--- src/pkg/rtc_flags_pkg.sv ---
/*
 * Constants for the flags/control and century registers of the RTC.
 * Assumes a 100 MHz system clock and a 17-bit byte address on the SRAM bus.
 */
package rtc_flags_pkg;
    localparam int unsigned ADDR_W        = 17;
    localparam logic [16:0] FLAGS_ADDR    = 17'h1FFF0;
    localparam logic [16:0] CENT_ADDR     = 17'h1FFF1;
    // flags_and_control bit positions
    localparam int unsigned DOG_BIT       = 7;
    localparam int unsigned ALARM_BIT     = 6;
    localparam int unsigned SUPPLY_BIT    = 5;
    localparam int unsigned OSC_BIT       = 4;
    localparam int unsigned CAL_BIT       = 2;
    localparam int unsigned WREN_BIT      = 1;
    localparam int unsigned SNAP_BIT      = 0;
    // century_count layout
    localparam int unsigned CENT_W        = 6;
    localparam logic [5:0]  CENT_RESET    = 6'h00;
    localparam logic [7:0]  ALARM_MASK_M  = 8'h80;
    // timing
    localparam int unsigned CLK_PERIOD_NS = 10;
    localparam int unsigned OSC_WAIT_NS   = 5_000_000;
    localparam int unsigned OSC_WAIT_CYC  = OSC_WAIT_NS / CLK_PERIOD_NS;
    localparam int unsigned CAL_HZ        = 512;
    localparam int unsigned CAL_HALF_CYC  = 1_000_000_000 / (CLK_PERIOD_NS * CAL_HZ * 2);
endpackage : rtc_flags_pkg

--- src/rtl/rtc_flags_and_century.sv ---
/*
 * Flags/control and century registers of the RTC, reached over the async
 * SRAM bus pins. Assumes watchdog, alarm time fields, oscillator status and
 * the normal interrupt level come from same-clock RTC logic.
 */
// Functional notes
// - century is two BCD digits, top bits zero
// - watchdog expiry sets bit 7, read clears
// - alarm match sets bit 6, read clears
// - supply drop sets bit 5, read clears
// - oscillator dead first 5 ms sets bit 4
// - oscillator flag persists, only host clears
// - calibration bit gives 512 Hz on interrupt pin
// - calibration bit resets to zero
// - write-enable bit freezes clock register updates
// - protected writes accepted only with write-enable
// - write-enable falling loads new base time only when i_time_dirty is set
// - write-enable bit resets to zero
// - alarm match bit one ignores field
module rtc_flags_and_century
    import rtc_flags_pkg::*;
#(
    parameter int unsigned OSC_WAIT = OSC_WAIT_CYC
) (
    input  wire logic        i_mclk,
    input  wire logic        i_nrst,
    input  wire logic [16:0] i_addr,
    input  wire logic [7:0]  i_dq,
    input  wire logic        i_ce_n,
    input  wire logic        i_we_n,
    input  wire logic        i_oe_n,
    input  wire logic        i_supply_threshold,
    input  wire logic        i_osc_running,
    input  wire logic        i_osc_enable,
    input  wire logic        i_osc_lost_saved,
    input  wire logic        i_dog_zero,
    input  wire logic [31:0] i_time_now,
    input  wire logic [31:0] i_alarm_set,
    input  wire logic        i_time_dirty,
    input  wire logic        i_int_normal,
    output logic      [7:0]  o_dq,
    output logic             o_dq_oe,
    output logic             o_int_pin,
    output logic             o_freeze_updates,
    output logic             o_hold_freeze,
    output logic             o_load_base,
    output logic             o_osc_lost_flag
);
    typedef struct packed {
        logic [1:0]  ce_s;
        logic [1:0]  we_s;
        logic [1:0]  oe_s;
        logic [1:0]  low_s;
        logic [1:0]  run_s;
        logic [16:0] addr_s1;
        logic [16:0] addr_s2;
        logic [7:0]  dq_s1;
        logic [7:0]  dq_s2;
        logic [16:0] waddr;
        logic [7:0]  wdata;
        logic        rd_prev;
        logic        wr_prev;
        logic        alarm_prev;
        logic        low_prev;
        logic        boot;
        logic        osc_busy;
        logic        osc_seen;
        logic        dog_expiry_flag;
        logic        alarm_hit_flag;
        logic        supply_drop_flag;
        logic        osc_lost_flag;
        logic        cal;
        logic        wren;
        logic        snap;
        logic [5:0]  century;
        logic [7:0]  rdata;
        logic        dq_oe;
        logic        int_pin;
        logic        load_base;
    } state_t;

    state_t st_ff;
    state_t nxt_st;
    logic   osc_window_end;
    logic   cal_tick;

    // masked field-by-field compare of four BCD time bytes
    function automatic logic alarm_equal(input logic [31:0] now, input logic [31:0] set);
        logic hit;
        hit = 1'b1;
        for (int i = 0; i < 4; i++) begin
            if ((set[i*8 +: 8] & ALARM_MASK_M) == 8'h00 &&
                (now[i*8 +: 7] != set[i*8 +: 7])) begin
                hit = 1'b0;
            end
        end
        return hit;
    endfunction

    function automatic logic [7:0] flags_view(input state_t s);
        logic [7:0] v;
        v            = 8'h00;
        v[DOG_BIT]    = s.dog_expiry_flag;
        v[ALARM_BIT]  = s.alarm_hit_flag;
        v[SUPPLY_BIT] = s.supply_drop_flag;
        v[OSC_BIT]    = s.osc_lost_flag;
        v[CAL_BIT]    = s.cal;
        v[WREN_BIT]   = s.wren;
        v[SNAP_BIT]   = s.snap;
        return v;
    endfunction

    rtc_tick_div #(.COUNT(OSC_WAIT)) u_osc_div (
        .i_mclk (i_mclk),
        .i_nrst (i_nrst),
        .i_en   (st_ff.osc_busy),
        .o_tick (osc_window_end)
    );

    rtc_tick_div #(.COUNT(CAL_HALF_CYC)) u_cal_div (
        .i_mclk (i_mclk),
        .i_nrst (i_nrst),
        .i_en   (st_ff.cal),
        .o_tick (cal_tick)
    );

    logic rd_act;
    logic wr_act;
    logic rd_end;
    logic wr_end;
    logic flags_sel;
    logic cent_sel;
    logic wflags_sel;
    logic wcent_sel;
    logic clr_status;
    logic alarm_now;
    logic dog_set;
    logic alarm_set;
    logic low_set;

    always_comb begin
        nxt_st = st_ff;
        // pins pass two stages before any decode
        nxt_st.ce_s    = {st_ff.ce_s[0], ~i_ce_n};
        nxt_st.we_s    = {st_ff.we_s[0], ~i_we_n};
        nxt_st.oe_s    = {st_ff.oe_s[0], ~i_oe_n};
        nxt_st.low_s   = {st_ff.low_s[0], i_supply_threshold};
        nxt_st.run_s   = {st_ff.run_s[0], i_osc_running};
        nxt_st.addr_s1 = i_addr;
        nxt_st.addr_s2 = st_ff.addr_s1;
        nxt_st.dq_s1   = i_dq;
        nxt_st.dq_s2   = st_ff.dq_s1;

        rd_act    = st_ff.ce_s[1] & st_ff.oe_s[1] & ~st_ff.we_s[1];
        wr_act    = st_ff.ce_s[1] & st_ff.we_s[1];
        rd_end    = st_ff.rd_prev & ~rd_act;
        wr_end    = st_ff.wr_prev & ~wr_act;
        flags_sel = st_ff.addr_s2 == FLAGS_ADDR;
        cent_sel  = st_ff.addr_s2 == CENT_ADDR;
        nxt_st.rd_prev = rd_act;
        nxt_st.wr_prev = wr_act;
        // hold the write while strobes stand; the host may drop data on release
        if (wr_act) begin
            nxt_st.waddr = st_ff.addr_s2;
            nxt_st.wdata = st_ff.dq_s2;
        end
        wflags_sel = st_ff.waddr == FLAGS_ADDR;
        wcent_sel  = st_ff.waddr == CENT_ADDR;

        // clear after the read ends so the host sees the flags it read
        clr_status = rd_end & flags_sel;
        alarm_now  = alarm_equal(i_time_now, i_alarm_set);
        dog_set    = i_dog_zero;
        alarm_set  = alarm_now & ~st_ff.alarm_prev;
        low_set    = st_ff.low_s[1] & ~st_ff.low_prev;
        nxt_st.alarm_prev = alarm_now;
        nxt_st.low_prev   = st_ff.low_s[1];

        // an event in the clearing cycle wins over the clear
        nxt_st.dog_expiry_flag  = dog_set | (st_ff.dog_expiry_flag & ~clr_status);
        nxt_st.alarm_hit_flag   = alarm_set | (st_ff.alarm_hit_flag & ~clr_status);
        nxt_st.supply_drop_flag = low_set | (st_ff.supply_drop_flag & ~clr_status);

        // oscillator check over the first window after power-up
        nxt_st.boot = 1'b0;
        if (st_ff.boot) begin
            nxt_st.osc_lost_flag = i_osc_lost_saved;
            nxt_st.osc_busy      = 1'b1;
        end
        if (st_ff.osc_busy && st_ff.run_s[1]) begin
            nxt_st.osc_seen = 1'b1;
        end
        if (osc_window_end) begin
            nxt_st.osc_busy = 1'b0;
            if (i_osc_enable && !st_ff.osc_seen && !st_ff.run_s[1]) begin
                nxt_st.osc_lost_flag = 1'b1;
            end
        end

        nxt_st.load_base = 1'b0;
        if (wr_end && wflags_sel) begin
            nxt_st.snap = st_ff.wdata[SNAP_BIT];
            nxt_st.wren = st_ff.wdata[WREN_BIT];
            if (st_ff.wren) begin
                nxt_st.cal = st_ff.wdata[CAL_BIT];
                // host may only clear; a new failure in this cycle still wins
                if (!st_ff.wdata[OSC_BIT] && !(osc_window_end && i_osc_enable &&
                    !st_ff.osc_seen && !st_ff.run_s[1]) && !st_ff.boot) begin
                    nxt_st.osc_lost_flag = 1'b0;
                end
            end
            if (st_ff.wren && !st_ff.wdata[WREN_BIT] && i_time_dirty) begin
                nxt_st.load_base = 1'b1;
            end
        end
        if (wr_end && wcent_sel && st_ff.wren) begin
            nxt_st.century = st_ff.wdata[5:0];
        end

        // read data captured in the first cycle of a read, then held
        nxt_st.dq_oe = rd_act & (flags_sel | cent_sel);
        if (rd_act && !st_ff.rd_prev) begin
            nxt_st.rdata = flags_sel ? flags_view(st_ff) : {2'b00, st_ff.century};
        end

        // calibration square wave replaces the normal interrupt level
        if (st_ff.cal) begin
            nxt_st.int_pin = cal_tick ? ~st_ff.int_pin : st_ff.int_pin;
        end else begin
            nxt_st.int_pin = i_int_normal;
        end
    end

    always_ff @(posedge i_mclk or negedge i_nrst) begin
        if (!i_nrst) begin
            st_ff         <= '0;
            st_ff.boot    <= 1'b1;
            st_ff.cal     <= 1'b0;
            st_ff.wren    <= 1'b0;
            st_ff.century <= CENT_RESET;
        end else begin
            st_ff <= nxt_st;
        end
    end

    assign o_dq             = st_ff.rdata;
    assign o_dq_oe          = st_ff.dq_oe;
    assign o_int_pin        = st_ff.int_pin;
    assign o_freeze_updates = st_ff.wren;
    // counters are not held here; only the holding copy freezes
    assign o_hold_freeze    = st_ff.snap;
    assign o_load_base      = st_ff.load_base;
    assign o_osc_lost_flag  = st_ff.osc_lost_flag;
endmodule // rtc_flags_and_century

--- src/rtl/rtc_tick_div.sv ---
/*
 * Enable-gated divider: one-cycle pulse every COUNT enabled cycles.
 * Assumes the enable is from the same clock; dropping it restarts the count.
 */
module rtc_tick_div #(
    parameter int unsigned COUNT = 16
) (
    input  wire logic i_mclk,
    input  wire logic i_nrst,
    input  wire logic i_en,
    output logic      o_tick
);
    typedef struct packed {
        logic [19:0] cnt;
        logic        tick;
    } div_t;

    localparam logic [19:0] LAST = 20'(COUNT - 1);

    div_t st_ff;
    div_t nxt_st;

    always_comb begin
        nxt_st      = st_ff;
        nxt_st.tick = 1'b0;
        if (!i_en) begin
            nxt_st.cnt = 20'h00000;
        end else if (st_ff.cnt == LAST) begin
            nxt_st.cnt  = 20'h00000;
            nxt_st.tick = 1'b1;
        end else begin
            nxt_st.cnt = st_ff.cnt + 20'h00001;
        end
    end

    always_ff @(posedge i_mclk or negedge i_nrst) begin
        if (!i_nrst) begin
            st_ff <= '0;
        end else begin
            st_ff <= nxt_st;
        end
    end

    assign o_tick = st_ff.tick;
endmodule // rtc_tick_div

--- config.mk ---
export PLATFORM = sky130hd
export DESIGN_NAME = rtc_flags_and_century
export DESIGN_NICKNAME = d
export VERILOG_FILES = /design/src/pkg/rtc_flags_pkg.sv /design/src/rtl/rtc_flags_and_century.sv /design/src/rtl/rtc_tick_div.sv
export SDC_FILE = /design/constraint.sdc
export NUM_CORES = 1
export LEC_CHECK = 0
export ABC_AREA = 1
export BUFFER_PORTS_ARGS = -buffer_cell sky130_fd_sc_hd__buf_2
export CORE_ASPECT_RATIO = 1.4
export CORE_MARGIN = 5
export CORE_UTILIZATION = 60
export DETAILED_ROUTE_END_ITERATION = 10
export PLACE_DENSITY = 0.9
export SKIP_LAST_GASP = 1
export SLEW_MARGIN = 20
export SYNTH_ARGS = -nofsm -noshare
export SYNTH_HDL_FRONTEND = slang
export SYNTH_SLANG_ARGS = --single-unit
--- constraint.sdc ---
create_clock -name i_mclk -period 2.16 [get_ports i_mclk]
set_input_delay 0.432 -clock i_mclk [delete_from_list [all_inputs] [get_ports i_mclk]]
set_output_delay 0.432 -clock i_mclk [all_outputs]
set_load 0.1 [all_outputs]
==> results.md <==
- Buf/Inv on CP: 1
- Post-synthesis cell type count: 39
- DP HPWL: roughly 9.8 mm
- WP data arrival: between 2000 and 2500 ps
- Clk slew on worst S/H paths: 60 ps
- Row count: 45
- First-pass GRT wire length: about 24 mm
- Avg Inst Size Synth: approximately 9.0 µm²
- Syn_nets: 836
- Max Freq: roughly 560 MHz
- Top-area cell type share of the netlist area: 57.57%
- Max_cap viols: 0
- Vias per std cell: 5.178
- Cts bufs inserted: 17
- Top_reg_cell synth: dfrtp_1
- Clock root buffer: clkbuf_16
- Clock period minus worst slack: approximately 1800 ps
- Post-CTS Resized: 0
- Final core area utilization: between 70 and 80%
- Die Area: approximately 13,000 µm²
- Total Routing Usage GR: 23.14%
- Mapped Cells: 733
- Worst vdd ir: between 0.6 and 0.7 mV
- Pleak: a little over 0.004 µW
- Run status: finished clean
- Slew HR: between 50 and 60%
- Area Growth Syn to Fin: 19.33%
- Count leader, synth: nand2_1
- H-Tree Depth: 4
- Initial DRC Count: between 300 and 400
- Post-synth EDFFs: 0
- Die W: 98.40 µm
- # DRC: 0
- Worst Tran Pin Value: ~640 ps
- Yosys reg bits: 152
- Ratio of cells with drive above 1 in the final layout: 21.88%
- Via count: 5,204
- Pwr Density: between 800 and 900 nW/µm²
- Largest buffer count on any clock path: 2
- Routed len/inst: around 14 µm
- Critical path capture point type: flip-flop
- Top cells by area, synth: dfrtp_1, nand2_1, inv_1
- Post-CTS Hold Fix Bufs: 1
- First-pass DRT Iterations: 5
- # setup viols final: 0
- Core ar.: about 11,000 µm²
- Largest net degree at the start of global routing: 54
- Die H: around 130 µm
- Inserted Diodes: 0
- Port Buffers: roughly 110
- CP max FO: 14
- Critical path's most frequent cell: nand2_2
- # clock sinks: 152
- Final instance area: ~7800 µm²
- Post-Place Cell Area: 7238 µm²
- Largest area contributor in the netlist: dfrtp_1
- Vias in the first global route: approximately 5,400
- Final Cycle Share: about four fifths
- RD Place Congestion: between 0.9 and 1
- Critical-path cell list: ha_1 -> nand2_2 -> inv_2 -> nand3_2 -> nor2_1 -> nand4_1 -> nand2_2 -> nor3b_1
- Routed Antenna Nets: 0
- Final layout net count: approximately 950
- Min-delay worst type: in -> reg
- Fraction of registers with async set or reset after synthesis: 100.0%
- Post-CTS Setup Inserts: 0
- Crit start category: flip-flop
- CTS tree: yes
- Syn. warnings: 0
- Setup Crit Path Kind: reg -> reg
- Final hold vios: 0
- Overall routed net length: about 14 mm
- I/O Pins: approximately 120
- Max-slew violations: 0
- Clock latency on the worst-skew pair: 420 ps
- Final setup skew: between 7 and 8 ps
- GRT Residual Overflow: 0
- Setup TNS: 0 ps
- Initial Utilization: 60.72%
- CP delay by family, top: simple AND/OR/NAND/NOR gates
- Top post-synthesis cells by count: nand2_1, dfrtp_1, inv_1
- Sequential share of the synthesized area: about 58%
- CP max stage delay: ~400 ps
- Initial antenna violation count: 0
- Data required, critical path: ~2400 ps
- RSZ-0062 raised after global routing: false
- Slowest CP cell: dfrtp_1
- Mapped Area: 6564 µm²
- Hold slack: 117.0 ps
[worst paths after layout]
check	startpoint	to	slack, ps	depth (start not counted)
setup / recovery	u_cal_div.st_ff[1]	u_cal_div.st_ff[4]	390	8
hold / removal	i_dq[4]	nxt_st[60]	120	1
setup reg to reg	u_cal_div.st_ff[1]	u_cal_div.st_ff[4]	390	8
hold reg to reg	nxt_st[59]	st_ff[59]	340	0
max in group asynchronous	i_nrst	u_osc_div.st_ff[10]	980	3
min in group asynchronous	i_nrst	o_dq[7]	510	2
[cell type report]
cell class / count / area (µm²)
Tap cell: 141 / 176.4
Sequential cell: 152 / 3805
Clock inverter: 12 / 117.6
Fill cell: 769 / 2978
Clock buffer: 20 / 466.7
Timing Repair Buffer: 115 / 614.3
Inverter: 106 / 397.9
Multi-Input combinational cell: 459 / 2255
[logic make-up (layout without fill, tap and decap cells)]
group	after synthesis	after routing	synth area share, %
and+or+nand+nor	391	391	27.53
DFF	152	152	57.97
buffers and inverters	122	253	7.682
AOI/OAI and AO/OA	49	49	4.251
xor gates and xnor gates	16	16	2.135
adders and majority gates	2	2	0.3812
other	1	1	0.05713
[cell usage in the layout (no fill, tap or decap), drive strengths merged, types with 9 or more instances in the layout]
cell type  Yosys  routed
nor3          28      28
nand3         26      26
nor3b          9       9
clkbuf         4      20
nand4         21      21
nand2        212     212
inv          105     108
dfrtp        151     151
a21oi         13      13
o21ai         25      25
nor2          88      88
buf           12     114
[routing by layer]
layer / track usage [%] / share of wire [%] / vias up
met1: 25.67 / 37 / 2459
met3: 5.710 / 4.9 / 45
li1: - / - / 2524
met2: 41.46 / 55 / 176
met4: 10.55 / 3.0 / 0
met5: 0 / 0 / -
[metrics by stage]
stage | worst slack, ps | power [µW] | instances
after CTS | 394.3 | 6577 | 1005
after global routing | 244.0 | 6813 | 1005
after detailed placement | 402.5 | 3715 | 972
final | 389.5 | 6550 | 1005
after global placement | 460.6 | 3679 | 972
after floorplan | 458.1 | 3469 | 733
[flip-flops by register name (all words and copies together) (netlist names)]
signal / count
o_osc_lost_flag: 1
u_osc_div.st_ff: 20
nxt_st: 29
u_osc_div.o_tick: 1
u_cal_div.st_ff: 20
o_int_pin: 1
o_dq: 8
o_dq_oe: 1
u_cal_div.o_tick: 1
st_ff: 67
o_freeze_updates: 1
o_hold_freeze: 1
o_load_base: 1
[report_power, final]
group | leakage, µW | switching, µW | internal [µW]
Sequential | 0.00190 | 118 | 3030
Combinational | 0.00183 | 326 | 217
Clock | 0.000287 | 1170 | 1690
Total | 0.00402 | 1620 | 4930
[worst reg2reg max path: cells and delay by family, from the launching register on]
family                     cells  cell delay, ps
and+or+nand+nor                6             880
buffers and inverters          1              80
adders and majority gates      1             270
DFF                            1             400
Power figures use the tool's default switching activity.
